===== src/xmrc_consts.vh =====
// constants for the xip mode and recovery controller
`ifndef XMRC_CONSTS_VH
`define XMRC_CONSTS_VH

// ------------------------------------------------------------
// clock and timing
// ------------------------------------------------------------
`define XMRC_CLK_MHZ 100
`define XMRC_CLK_NS 10
`define XMRC_PWRUP_US 150
`define XMRC_GAP_NS 50

// ------------------------------------------------------------
// protocol codes and burst lengths
// ------------------------------------------------------------
`define XMRC_PROTO_EXT 2'h0
`define XMRC_PROTO_DUAL 2'h1
`define XMRC_PROTO_QUAD 2'h2
`define XMRC_EXIT_QUAD 5'h07
`define XMRC_EXIT_DUAL 5'h0d
`define XMRC_EXIT_EXT 5'h19
`define XMRC_RESCUE_TAIL 5'h08
`define XMRC_CNT_MAX 5'h1f

// ------------------------------------------------------------
// configuration fields and reset values
// ------------------------------------------------------------
`define XMRC_NV_XIP_OFF 3'h7
`define XMRC_VCR_XIP_RST 1'b1
`define XMRC_CONFIRM_RST 1'b1

`endif


===== src/xmrc_ctrl.v =====
// xip mode entry, exit, power-up and rescue controller
`timescale 1ns/1ps
`include "xmrc_consts.vh"
module xmrc_ctrl #(
  parameter integer PWRUP_CYCLES = `XMRC_PWRUP_US * `XMRC_CLK_MHZ
) (
  input wire core_clk,
  input wire rst_n,
  input wire chip_select_n,
  input wire serial_clk,
  input wire serial_data_0,
  input wire serial_data_1,
  input wire serial_data_2,
  input wire hold_data_3,
  input wire hardware_reset_n,
  input wire reset_pin_enable,
  input wire basic_xip_variant,
  input wire [2:0] nv_xip_sel,
  input wire [1:0] nv_protocol_sel,
  input wire vcr_wr_strobe,
  input wire vcr_wr_xip_n,
  input wire fast_read_active,
  input wire first_dummy_cycle,
  output wire xip_active,
  output wire addr_only_mode,
  output wire [1:0] protocol,
  output wire vcr_xip_n,
  output wire xip_confirm_bit,
  output wire device_ready,
  output wire status_reads_only,
  output wire status_init_pulse,
  output wire frame_sclk_rise
);

  // ------------------------------------------------------------
  // states and derived constants
  // ------------------------------------------------------------
  localparam [1:0] ST_LOAD = 2'h0;
  localparam [1:0] ST_PWRUP = 2'h1;
  localparam [1:0] ST_STANDBY = 2'h2;

  localparam [15:0] PWRUP_LAST = PWRUP_CYCLES[15:0] - 16'h0001;

  // rescue progress: bursts seen so far in the expected order
  localparam [1:0] RS_IDLE = 2'h0;
  localparam [1:0] RS_GOT7 = 2'h1;
  localparam [1:0] RS_GOT13 = 2'h2;
  localparam [1:0] RS_GOT25 = 2'h3;

  wire cs_n_s;
  wire sclk_s;
  wire d0_s;
  wire d3_s;
  wire rst_pin_n_s;
  wire sclk_rise;
  wire frame_end;
  wire [4:0] frame_cnt;
  wire d0_high;
  wire d03_high;
  wire gap_ok;

  reg [1:0] state_q;
  reg [1:0] state_d;
  reg [15:0] pwrup_cnt_q;
  reg [15:0] pwrup_cnt_d;
  reg pwrup_done_q;
  reg pwrup_done_d;
  reg xip_q;
  reg xip_d;
  reg [1:0] proto_q;
  reg [1:0] proto_d;
  reg vcr_xip_n_q;
  reg vcr_xip_n_d;
  reg confirm_q;
  reg confirm_d;
  reg [1:0] rescue_q;
  reg [1:0] rescue_d;
  reg ready_q;
  reg init_pulse_q;
  reg [4:0] exit_len;
  reg pin_reset;
  reg xip_enabled;

  // ------------------------------------------------------------
  // pin synchronisers
  // ------------------------------------------------------------
  // data lines 1 and 2 feed no logic here: on the first dummy clock
  // only serial_data_0 counts, the rest are don't care
  xmrc_sync #(.W(1), .INIT(1'b1)) u_sync_hi (
    .core_clk(core_clk),
    .rst_n(rst_n),
    .async_in(chip_select_n),
    .sync_out(cs_n_s)
  );

  xmrc_sync #(.W(1), .INIT(1'b1)) u_sync_rst (
    .core_clk(core_clk),
    .rst_n(rst_n),
    .async_in(hardware_reset_n),
    .sync_out(rst_pin_n_s)
  );

  xmrc_sync #(.W(3), .INIT(1'b0)) u_sync_lo (
    .core_clk(core_clk),
    .rst_n(rst_n),
    .async_in({serial_clk, serial_data_0, hold_data_3}),
    .sync_out({sclk_s, d0_s, d3_s})
  );

  // ------------------------------------------------------------
  // frame monitor
  // ------------------------------------------------------------
  xmrc_frame_mon u_mon (
    .core_clk(core_clk),
    .rst_n(rst_n),
    .cs_n_s(cs_n_s),
    .sclk_s(sclk_s),
    .d0_s(d0_s),
    .d3_s(d3_s),
    .sclk_rise(sclk_rise),
    .frame_end_q(frame_end),
    .count_q(frame_cnt),
    .d0_high_q(d0_high),
    .d03_high_q(d03_high),
    .gap_ok_q(gap_ok)
  );

  // ------------------------------------------------------------
  // helpers
  // ------------------------------------------------------------
  // exit burst length follows the protocol in use
  always @* begin
    case (proto_q)
      `XMRC_PROTO_QUAD: exit_len = `XMRC_EXIT_QUAD;
      `XMRC_PROTO_DUAL: exit_len = `XMRC_EXIT_DUAL;
      default: exit_len = `XMRC_EXIT_EXT;
    endcase
  end

  // reset pin honoured only while deselected, and only if enabled
  always @* begin
    pin_reset = reset_pin_enable & ~rst_pin_n_s & cs_n_s;
    xip_enabled = ~vcr_xip_n_q | basic_xip_variant;
  end

  // ------------------------------------------------------------
  // next-state logic
  // ------------------------------------------------------------
  always @* begin
    state_d = state_q;
    pwrup_cnt_d = pwrup_cnt_q;
    pwrup_done_d = pwrup_done_q;
    xip_d = xip_q;
    proto_d = proto_q;
    vcr_xip_n_d = vcr_xip_n_q;
    confirm_d = confirm_q;
    rescue_d = rescue_q;
    case (state_q)
      ST_LOAD: begin
        // straps read a cycle after release; a held pin reset reloads the protocol strap every cycle
        if (nv_xip_sel != `XMRC_NV_XIP_OFF) begin
          xip_d = 1'b1;
          confirm_d = 1'b0;
        end else begin
          xip_d = 1'b0;
          confirm_d = `XMRC_CONFIRM_RST;
        end
        proto_d = nv_protocol_sel;
        vcr_xip_n_d = `XMRC_VCR_XIP_RST;
        rescue_d = RS_IDLE;
        // a pin reset skips the supply delay already served
        if (pwrup_done_q) begin
          state_d = ST_STANDBY;
        end else begin
          state_d = ST_PWRUP;
        end
      end
      ST_PWRUP: begin
        // only status reads are served while this counts
        if (pwrup_cnt_q == PWRUP_LAST) begin
          pwrup_done_d = 1'b1;
          state_d = ST_STANDBY;
        end else begin
          pwrup_cnt_d = pwrup_cnt_q + 16'h0001;
        end
      end
      ST_STANDBY: begin
        // software write of the volatile enable bit
        if (vcr_wr_strobe) begin
          vcr_xip_n_d = vcr_wr_xip_n;
        end
        // confirm bit on the first dummy clock of a fast read
        if (sclk_rise && fast_read_active && first_dummy_cycle) begin
          if (!d0_s) begin
            if (xip_enabled || xip_q) begin
              xip_d = 1'b1;
              confirm_d = 1'b0;
            end
          end else begin
            // hardware restore wins over a write in the same cycle
            xip_d = 1'b0;
            confirm_d = 1'b1;
            vcr_xip_n_d = 1'b1;
          end
        end
        // frame-end checks: forced exit and rescue sequence
        if (frame_end) begin
          // forced exit leaves program and erase state alone
          if (xip_q && d0_high && frame_cnt == exit_len) begin
            xip_d = 1'b0;
            confirm_d = 1'b1;
            vcr_xip_n_d = 1'b1;
          end
          if (!d03_high) begin
            rescue_d = RS_IDLE;
          end else begin
            case (rescue_q)
              RS_IDLE: begin
                if (frame_cnt == `XMRC_EXIT_QUAD) begin
                  rescue_d = RS_GOT7;
                end
              end
              RS_GOT7: begin
                if (gap_ok && frame_cnt == `XMRC_EXIT_DUAL) begin
                  rescue_d = RS_GOT13;
                end else if (frame_cnt == `XMRC_EXIT_QUAD) begin
                  rescue_d = RS_GOT7;
                end else begin
                  rescue_d = RS_IDLE;
                end
              end
              RS_GOT13: begin
                if (gap_ok && frame_cnt == `XMRC_EXIT_EXT) begin
                  rescue_d = RS_GOT25;
                end else if (frame_cnt == `XMRC_EXIT_QUAD) begin
                  rescue_d = RS_GOT7;
                end else begin
                  rescue_d = RS_IDLE;
                end
              end
              RS_GOT25: begin
                if (gap_ok && frame_cnt == `XMRC_RESCUE_TAIL) begin
                  // part two done: fixed extended spi, no xip
                  proto_d = `XMRC_PROTO_EXT;
                  xip_d = 1'b0;
                  confirm_d = 1'b1;
                  vcr_xip_n_d = 1'b1;
                  rescue_d = RS_IDLE;
                end else if (frame_cnt == `XMRC_EXIT_QUAD) begin
                  rescue_d = RS_GOT7;
                end else begin
                  rescue_d = RS_IDLE;
                end
              end
              default: rescue_d = RS_IDLE;
            endcase
          end
        end
      end
      default: state_d = ST_LOAD;
    endcase
    // pin reset clears xip first; the load state reloads the straps
    if (pin_reset) begin
      state_d = ST_LOAD;
      xip_d = 1'b0;
      // volatile bit and confirm go idle with xip, never left stale
      vcr_xip_n_d = `XMRC_VCR_XIP_RST;
      confirm_d = `XMRC_CONFIRM_RST;
    end
  end

  // ------------------------------------------------------------
  // state registers
  // ------------------------------------------------------------
  // power-on reset holds every flop at its idle value
  always @(posedge core_clk or negedge rst_n) begin
    if (!rst_n) begin
      state_q <= ST_LOAD;
      pwrup_cnt_q <= 16'h0000;
      pwrup_done_q <= 1'b0;
      xip_q <= 1'b0;
      proto_q <= `XMRC_PROTO_EXT;
      vcr_xip_n_q <= `XMRC_VCR_XIP_RST;
      confirm_q <= `XMRC_CONFIRM_RST;
      rescue_q <= RS_IDLE;
      ready_q <= 1'b0;
      init_pulse_q <= 1'b0;
    end else begin
      state_q <= state_d;
      pwrup_cnt_q <= pwrup_cnt_d;
      pwrup_done_q <= pwrup_done_d;
      xip_q <= xip_d;
      proto_q <= proto_d;
      vcr_xip_n_q <= vcr_xip_n_d;
      confirm_q <= confirm_d;
      rescue_q <= rescue_d;
      ready_q <= (state_d == ST_STANDBY);
      // one pulse on entry to standby clears latch, busy and locks
      init_pulse_q <= (state_d == ST_STANDBY) &&
                      (state_q != ST_STANDBY);
    end
  end

  // ------------------------------------------------------------
  // outputs
  // ------------------------------------------------------------
  assign xip_active = xip_q;
  assign addr_only_mode = xip_q;
  assign protocol = proto_q;
  assign vcr_xip_n = vcr_xip_n_q;
  assign xip_confirm_bit = confirm_q;
  assign device_ready = ready_q;
  assign status_reads_only = ~ready_q;
  assign status_init_pulse = init_pulse_q;
  assign frame_sclk_rise = sclk_rise;

endmodule


===== src/xmrc_sync.v =====
// three-stage synchroniser with agreement filter
`timescale 1ns/1ps
module xmrc_sync #(
  parameter W = 1,
  parameter [0:0] INIT = 1'b0
) (
  input wire core_clk,
  input wire rst_n,
  input wire [W-1:0] async_in,
  output wire [W-1:0] sync_out
);

  genvar i;

  // ------------------------------------------------------------
  // per-bit stages
  // ------------------------------------------------------------
  generate
    for (i = 0; i < W; i = i + 1) begin : g_bit
      reg s1_q;
      reg s2_q;
      reg s3_q;
      reg out_q;
      // first stage feeds only the second; change taken when 2 and 3 agree
      always @(posedge core_clk or negedge rst_n) begin
        if (!rst_n) begin
          s1_q <= INIT;
          s2_q <= INIT;
          s3_q <= INIT;
          out_q <= INIT;
        end else begin
          s1_q <= async_in[i];
          s2_q <= s1_q;
          s3_q <= s2_q;
          if (s2_q == s3_q) begin
            out_q <= s3_q;
          end
        end
      end
      assign sync_out[i] = out_q;
    end
  endgenerate

endmodule


===== src/xmrc_frame_mon.v =====
// frame monitor: clock edges, held data lines and deselect gap
`timescale 1ns/1ps
`include "xmrc_consts.vh"
module xmrc_frame_mon (
  input wire core_clk,
  input wire rst_n,
  input wire cs_n_s,
  input wire sclk_s,
  input wire d0_s,
  input wire d3_s,
  output wire sclk_rise,
  output reg frame_end_q,
  output reg [4:0] count_q,
  output reg d0_high_q,
  output reg d03_high_q,
  output reg gap_ok_q
);

  // gap in core cycles, a least time so rounded up
  localparam integer GAP_INT =
    (`XMRC_GAP_NS + `XMRC_CLK_NS - 1) / `XMRC_CLK_NS;
  localparam [4:0] GAP_CYC = GAP_INT[4:0];

  reg sclk_prev_q;
  reg cs_prev_q;
  reg [4:0] gap_q;

  assign sclk_rise = sclk_s & ~sclk_prev_q & ~cs_n_s;

  // ------------------------------------------------------------
  // edge and frame tracking
  // ------------------------------------------------------------
  // flags held after frame end so the controller reads them late
  always @(posedge core_clk or negedge rst_n) begin
    if (!rst_n) begin
      sclk_prev_q <= 1'b0;
      cs_prev_q <= 1'b1;
      frame_end_q <= 1'b0;
      count_q <= 5'h00;
      d0_high_q <= 1'b0;
      d03_high_q <= 1'b0;
      gap_q <= 5'h00;
      gap_ok_q <= 1'b0;
    end else begin
      sclk_prev_q <= sclk_s;
      cs_prev_q <= cs_n_s;
      frame_end_q <= cs_n_s & ~cs_prev_q;
      if (!cs_n_s && cs_prev_q) begin
        // frame start: judge the gap that just ended
        count_q <= 5'h00;
        d0_high_q <= 1'b1;
        d03_high_q <= 1'b1;
        gap_ok_q <= (gap_q >= GAP_CYC);
      end else if (sclk_rise) begin
        if (count_q != `XMRC_CNT_MAX) begin
          count_q <= count_q + 5'h01; // saturates, long frames never wrap
        end
        d0_high_q <= d0_high_q & d0_s;
        d03_high_q <= d03_high_q & d0_s & d3_s;
      end
      if (!cs_n_s) begin
        gap_q <= 5'h00;
      end else if (gap_q != `XMRC_CNT_MAX) begin
        gap_q <= gap_q + 5'h01;
      end
    end
  end

endmodule


===== config.mk =====
export PLATFORM = sky130hd
export DESIGN_NAME = xmrc_ctrl
export DESIGN_NICKNAME = d
export VERILOG_FILES = /design/src/xmrc_ctrl.v /design/src/xmrc_sync.v /design/src/xmrc_frame_mon.v
export VERILOG_INCLUDE_DIRS = /design/src
export SDC_FILE = /design/constraint.sdc
export NUM_CORES = 1
export LEC_CHECK = 0
export ABC_AREA = 1
export BUFFER_PORTS_ARGS = -buffer_cell sky130_fd_sc_hd__buf_2
export CAP_MARGIN = 20
export CORE_ASPECT_RATIO = 0.7
export CORE_MARGIN = 2
export CORE_UTILIZATION = 50
export CTS_CLUSTER_DIAMETER = 30
export DETAILED_ROUTE_END_ITERATION = 7
export GPL_ROUTABILITY_DRIVEN = 0
export PLACE_DENSITY = 0.69
export SYNTH_ARGS = -nofsm -noshare
export SYNTH_HDL_FRONTEND = slang
export SYNTH_HIERARCHICAL = 1
export SYNTH_SLANG_ARGS = --single-unit

===== constraint.sdc =====
create_clock -name core_clk -period 4.1 [get_ports core_clk]
set_input_delay 0.41 -clock core_clk [delete_from_list [all_inputs] [get_ports core_clk]]
set_output_delay 0.41 -clock core_clk [all_outputs]
set_load 0.01 [all_outputs]

## Word level (Yosys, flattened, before mapping)

Index checks and enable logic that the tools add are counted.

| cells by class | value |
|---|---|
| add/subtract/negate cells | 3 |
| order comparisons | 1 |
| equality and inequality tests | 29 |
| mux-type cells | 60 |
| bitwise gates (word level) | 16 |
| reduce and logical (&&, ||, !) cells | 22 |

Operator list:

| operator | count |
|---|---|
| $mux W1 | 34 |
| $mux W2 | 13 |
| $mux W5 | 5 |
| $add A16 B1 Y16 const B | 1 |
| $eq A16 B14 Y1 const B | 1 |
| $add A5 B1 Y5 const B | 2 |
| $eq A2 B2 Y1 const B | 5 |
| $eq A5 B4 Y1 const B | 2 |
| $ne A5 B5 Y1 const B | 2 |
| $pmux W5 S2 | 1 |
| $logic_and A1 B1 Y1 | 9 |
| $and A1 B1 Y1 | 8 |
| $pmux W2 S2 | 2 |
| $pmux W2 S4 | 1 |
| $not A1 Y1 | 7 |
| $eq A2 B1 Y1 const B | 3 |
| $ne A2 B1 Y1 const B | 3 |
| $ne A2 B2 Y1 const B | 3 |
| $pmux W1 S2 | 3 |
| $pmux W2 S3 | 1 |
| $reduce_and A2 Y1 | 3 |
| $reduce_bool A2 Y1 | 3 |
| $eq A1 B1 Y1 | 5 |
| $eq A5 B3 Y1 const B | 1 |
| 12 further kinds | 13 |

| storage, ports and cells | value |
|---|---|
| flip-flop bits (word level) | 64 |
| input bits | 20 |
| word-level logic and storage cells | 169 |

## Depth between registers and ports, before layout

| depth | value |
|---|---|
| depth after elaboration | 13 |
| gate-level depth with buffers | 13 |

## Cells and area by module

Netlist, hierarchy kept.

By module, submodules not included:

| module | times used | cells an instance | area an instance (sq um) |
|---|---|---|---|
| xmrc_ctrl | 1 | 247 | 1820.5 |
| xmrc_frame_mon | 1 | 86 | 788.3 |
| xmrc_sync (u_sync_lo) | 1 | 27 | 371.6 |
| xmrc_sync (u_sync_hi ...) | 2 | 8 | 121.4 |

## Least setup slack after synthesis

Ideal clock, no wire load.

| path | value |
|---|---|
| path type | reg-to-reg |
| start | reg u_sync_hi.g_bit[0].out_q, in the netlist u_sync_hi/sync_out |
| end | reg xip_q, in the netlist addr_only_mode |
| setup time | 65 ps |
| data arrival time | 1396 ps |
| setup slack | 2639 ps |
| stages on the path, launching flop included | 11 |
| path buffers | 0 |
| clock period less this slack | 1461 ps |
| path through | dfstp_2 -> nor2_2 -> nand2_4 -> inv_1 -> nand3_1 -> o21ai_0 -> a21oi_1 -> nand2_1 -> nand2_1 -> nand2_1 -> nand2_1 |

| on the way | value |
|---|---|
| longest elaborated chain between the ends | 12 |

RTL lines:

| what | line | text |
|---|---|---|
| start: declaration | xmrc_sync.v:23 | `reg out_q;` |
| start signal: assignment | xmrc_sync.v:36 | `out_q <= s3_q;` |
| $not A1 Y1 (*) | xmrc_frame_mon.v:28 | `assign sclk_rise = sclk_s & ~sclk_prev_q & ~cs_n_s;` |
| $and A1 B1 Y1 (*) | xmrc_frame_mon.v:28 |  |
| named net frame_sclk_rise | xmrc_ctrl.v:32 | `output wire frame_sclk_rise` |
| $logic_and A1 B1 Y1 (*) (2 in series) | xmrc_ctrl.v:193 | `if (sclk_rise && fast_read_active && first_dummy_cycle) begin` |
| $mux W1 (*) | xmrc_ctrl.v:193 |  |
| $mux W1 | xmrc_ctrl.v:209 | `if (xip_q && d0_high && frame_cnt == exit_len) begin` |
| $mux W1 | xmrc_ctrl.v:242 | `` if (gap_ok && frame_cnt == `XMRC_RESCUE_TAIL) begin `` |
| $mux W1 | xmrc_ctrl.v:217 | `case (rescue_q)` |
| $mux W1 | xmrc_ctrl.v:214 | `if (!d03_high) begin` |
| $mux W1 (*) | xmrc_ctrl.v:207 | `if (frame_end) begin` |
| $pmux W1 S2 (*) | xmrc_ctrl.v:158 | `case (state_q)` |
| $mux W1 (*) | xmrc_ctrl.v:263 | `if (pin_reset) begin` |
| end signal: assignment | xmrc_ctrl.v:292 | `xip_q <= xip_d;` |
| end: declaration | xmrc_ctrl.v:68 | `reg xip_q;` |

Mark *: on every way through the listed nets, which the timed path passes. The rest lies on a longest branch.
A chain may end at the register's enable or synchronous reset.

## Worst setup path in the final report

| path | value |
|---|---|
| start | reg pwrup_cnt_q[0] |
| end | reg pwrup_cnt_q[9] |

| on the way | value |
|---|---|
| longest elaborated chain between the ends | 3 |

RTL lines:

| what | line | text |
|---|---|---|
| start: declaration | xmrc_ctrl.v:64 | `reg [15:0] pwrup_cnt_q;` |
| start signal: assignment | xmrc_ctrl.v:290 | `pwrup_cnt_q <= pwrup_cnt_d;` |
| parallel branches: the longest is 3 deep, another holds $add A16 B1 Y16 | n/a |  |

Several ways; the timed one is not identified.

==> out/metrics.csv <==
stage,metric,value,unit
floorplanning,start_util,51.9,%
synthesis,synth_seq_cells,64,
synthesis,synth_area,3220,um^2
cells_and_area,mostFrequentLayoutCell,nand2_1,
outcome,outcome,"complete, no violations",
clock_network,cts_resized,0,
global_routing,grt_overflow,0,
place,dp_hpwl,4480,um
global_routing,grt_max_degree,43,
cells_and_area,drive_gt1_share,19.6,%
synthesis,yosysTopAreaCellShare,41.1,%
sta,slew_headroom,45.7,%
critical_path,path_class,flip-flop to flip-flop,
critical_path,cp-end-kind,flip-flop,
sta,period_minus_slack,1830,ps
synthesis,post_synth_num_cell_types,35,
synthesis,synth-simple-area-share,27.7,%
clock_network,post_cts_buffers,0,
synthesis,ys_dominant_reg_cell,dfrtp_1,
clock_network,ctsRootBufferMaster,clkbuf_8,
route,routed_via_density,5.03,
sta,setup_viol,0,
global_routing,gr-usage-all-layers,19.9,%
synthesis,yosysWarnings,6,
clock_network,cts.sinks,64,
route,ant_nets,0,
global_routing,grt_pass1_vias,2364,
floorplanning,coreArea,6220,um^2
clock_network,clk-insertion-delay-late,340,ps
cells_and_area,final_nets,437,
sta,setup-tns-final,0,ps
sta,tightest_slew,810,ps
sta,skew,5.71,ps
hold_path,hp-class,input pin to asynchronous set/reset pin,
clock_network,cts_max_path_buffers,2,
route,post_drt_wl_per_cell,12.6,um
cells_and_area,syn_to_final_growth,13.3,%
floorplanning,rows,24,
floorplanning,io_pins,30,
route,drt_iter0_drc,190,
critical_path,required,4370,ps
synthesis,yosysTopAreaCell,dfrtp_1,
sta,fmax,547,MHz
sta,rsz0062_at_grt,no,
sta,finalCritPeriodShare,44.6,%
synthesis,synth_edf_count,0,
synthesis,synthMuxAreaShare,0,%
synthesis,synth_async_sr_flop_share,100,%
synthesis,synth_top_family_by_area,simple AND/OR/NAND/NOR gates,
global_routing,grt_pass1_wl,11000,um
global_routing,grt_antenna_before_repair,0,
synthesis,yosysSeqAreaShare,50.1,%
floorplanning,die-area,7110,um^2
global_routing,grt_use_met1,29.8,%
cells_and_area,layout_common_cells,"101 x nand2_1, 53 x dfrtp_1, 43 x inv_1",
global_routing,use_met3,7.02,%
route,vias,2473,
job,drv_cap,0,
global_routing,grt-busiest-layer,met1,
cells_and_area,num_antenna_cells,0,
route,drc,0,
sta,drv_slew,0,
synthesis,synth_xor_xnor_area_share,4.08,%
synthesis,synth_compound_area_share,7.61,%
floorplanning,fp.dieH,71.2,um
synthesis,synth.avg_cell_area,8.57,um^2
power_and_ir_drop,power_density,518,nW/um^2
synthesis,ys_top_cells_by_area,"dfrtp_1 41%, nand2_1 12%, dfstp_2 9.0%",
power_and_ir_drop,p_total,1.89,mW
power_and_ir_drop,leakage,1.76,nW
power_and_ir_drop,peakVddDrop,0.355,mV
clock_network,h-tree-depth,3,
clock_network,cts_hold_buf,0,
synthesis,synth_cells,376,
route,totalWireLength,6200,um
critical_path,start_kind,flip-flop,
synthesis,synthAdderAreaFrac,3.11,%
global_routing,met2_usage,27.3,%
clock_network,numCtsBuffers,9,
critical_path,critical_path_arrival,2100,ps
route,firstDrtPassIters,5,
place,port-buffer-count,27,
synthesis,syn_nets,404,
sta,final_hold_viol_count,0,
clock_network,cts_tree,done,
floorplanning,fp.dieW,100,um
critical_path,worstPathMaxFanout,17,
clock_network,clk_pin_slew,70,ps
[metal layers]
metal  vias up  routed length (um)
li1       1271                   -
met5         -                   0
met4         0                  26
met1      1120                3130
met3         5                 389
met2        77                2650
[flip-flops by register name, indices dropped and copies added (netlist names), 2 cells and up]
name	flops
u_sync_lo/g_bit.s3_q	3
u_mon/count_q	5
pwrup_cnt_q	16
u_sync_lo/g_bit.s2_q	3
u_sync_lo/g_bit.out_q	3
protocol	2
u_sync_lo/g_bit.s1_q	3
rescue_q	2
state_q	2
u_mon/gap_q	5
[cell usage after synthesis (2+ instances only)]
| cell | instances |
|---|---|
| nor3_2 | 2 |
| nand4_1 | 9 |
| buf_6 | 2 |
| nand2_4 | 3 |
| nor2_1 | 38 |
| dfrtp_1 | 53 |
| o21ai_0 | 11 |
| nand2_1 | 101 |
| nor3_1 | 7 |
| nand3b_1 | 3 |
| inv_1 | 43 |
| xnor2_1 | 5 |
| nand3_1 | 24 |
| o21ai_2 | 6 |
| ha_1 | 8 |
| xor2_1 | 10 |
| nor2_4 | 2 |
| inv_2 | 5 |
| buf_4 | 4 |
| o22ai_1 | 2 |
| o21ai_1 | 4 |
| a21oi_1 | 11 |
| dfstp_2 | 11 |
[path summary, 6_finish.rpt]
check | from | endpoint | slack, ps | depth (start not counted)
worst max-delay path | pwrup_cnt_q[0]$_DFFE_PN0P_ | pwrup_cnt_q[9]$_DFFE_PN0P_ | 2270 | 6
worst min-delay path | rst_n | u_mon/count_q[1]$_DFFE_PN0P_ | 40 | 1
worst max register to register | pwrup_cnt_q[0]$_DFFE_PN0P_ | pwrup_cnt_q[9]$_DFFE_PN0P_ | 2270 | 6
worst min register to register | u_sync_lo/g_bit[2].s1_q$_DFF_PN0_ | u_sync_lo/g_bit[2].s2_q$_DFF_PN0_ | 350 | 0
max in group asynchronous | rst_n | u_sync_rst/g_bit[0].s3_q$_DFF_PN1_ | 3130 | 2
min in group core_clk | chip_select_n | u_sync_hi/g_bit[0].s1_q$_DFF_PN1_ | 160 | 1
[power breakdown]
part / internal, mW / leakage (nW) / switching (mW) / total [mW]
logic: 0.159 / 0.853 / 0.268 / 0.427
registers: 0.733 / 0.796 / 0.0967 / 0.829
clock network: 0.392 / 0.115 / 0.244 / 0.636
total: 1.28 / 1.76 / 0.608 / 1.89
[critical path, stage by stage (launching register included)]
cell and delay [ps]:
dfrtp_1 400, ha_1 300, nand2_1 110, nor3_2 70, a21boi_2 630, nand2_1 140, o21ai_2 100
[logic make-up (layout without fill, tap and decap cells)]
logic type | Yosys count | after routing
AO/OA/AOI/OAI | 40 | 40
XOR/XNOR | 15 | 15
adder cells (fa/ha/maj) | 8 | 8
buffers and inverters | 55 | 93
flip-flops | 64 | 64
AND/OR/NAND/NOR | 194 | 194
[metrics by stage]
step                      utilization (%)  cells  setup slack [ps]  cell area (um^2)  hold slack, ps
after floorplan                         -    376              2640              3220             114
after global placement               54.9    476              2280              3410             334
after CTS                            58.7    492              2250              3650            41.9
after global routing                 58.7    492              2090              3650            65.3
after detailed placement             54.9    476              2250              3410             335
final                                58.7    492              2270              3650            40.2
[final cells by class]
cell class / instances / area (um^2)
clock buffer: 12 / 165
clock inverter: 4 / 75.1
fill: 548 / 2560
inverter: 49 / 186
multi-input combinational: 257 / 1370
sequential: 64 / 1620
tap: 78 / 97.6
timing repair buffer: 28 / 143
Note: power is estimated with default switching activity, not from simulation.
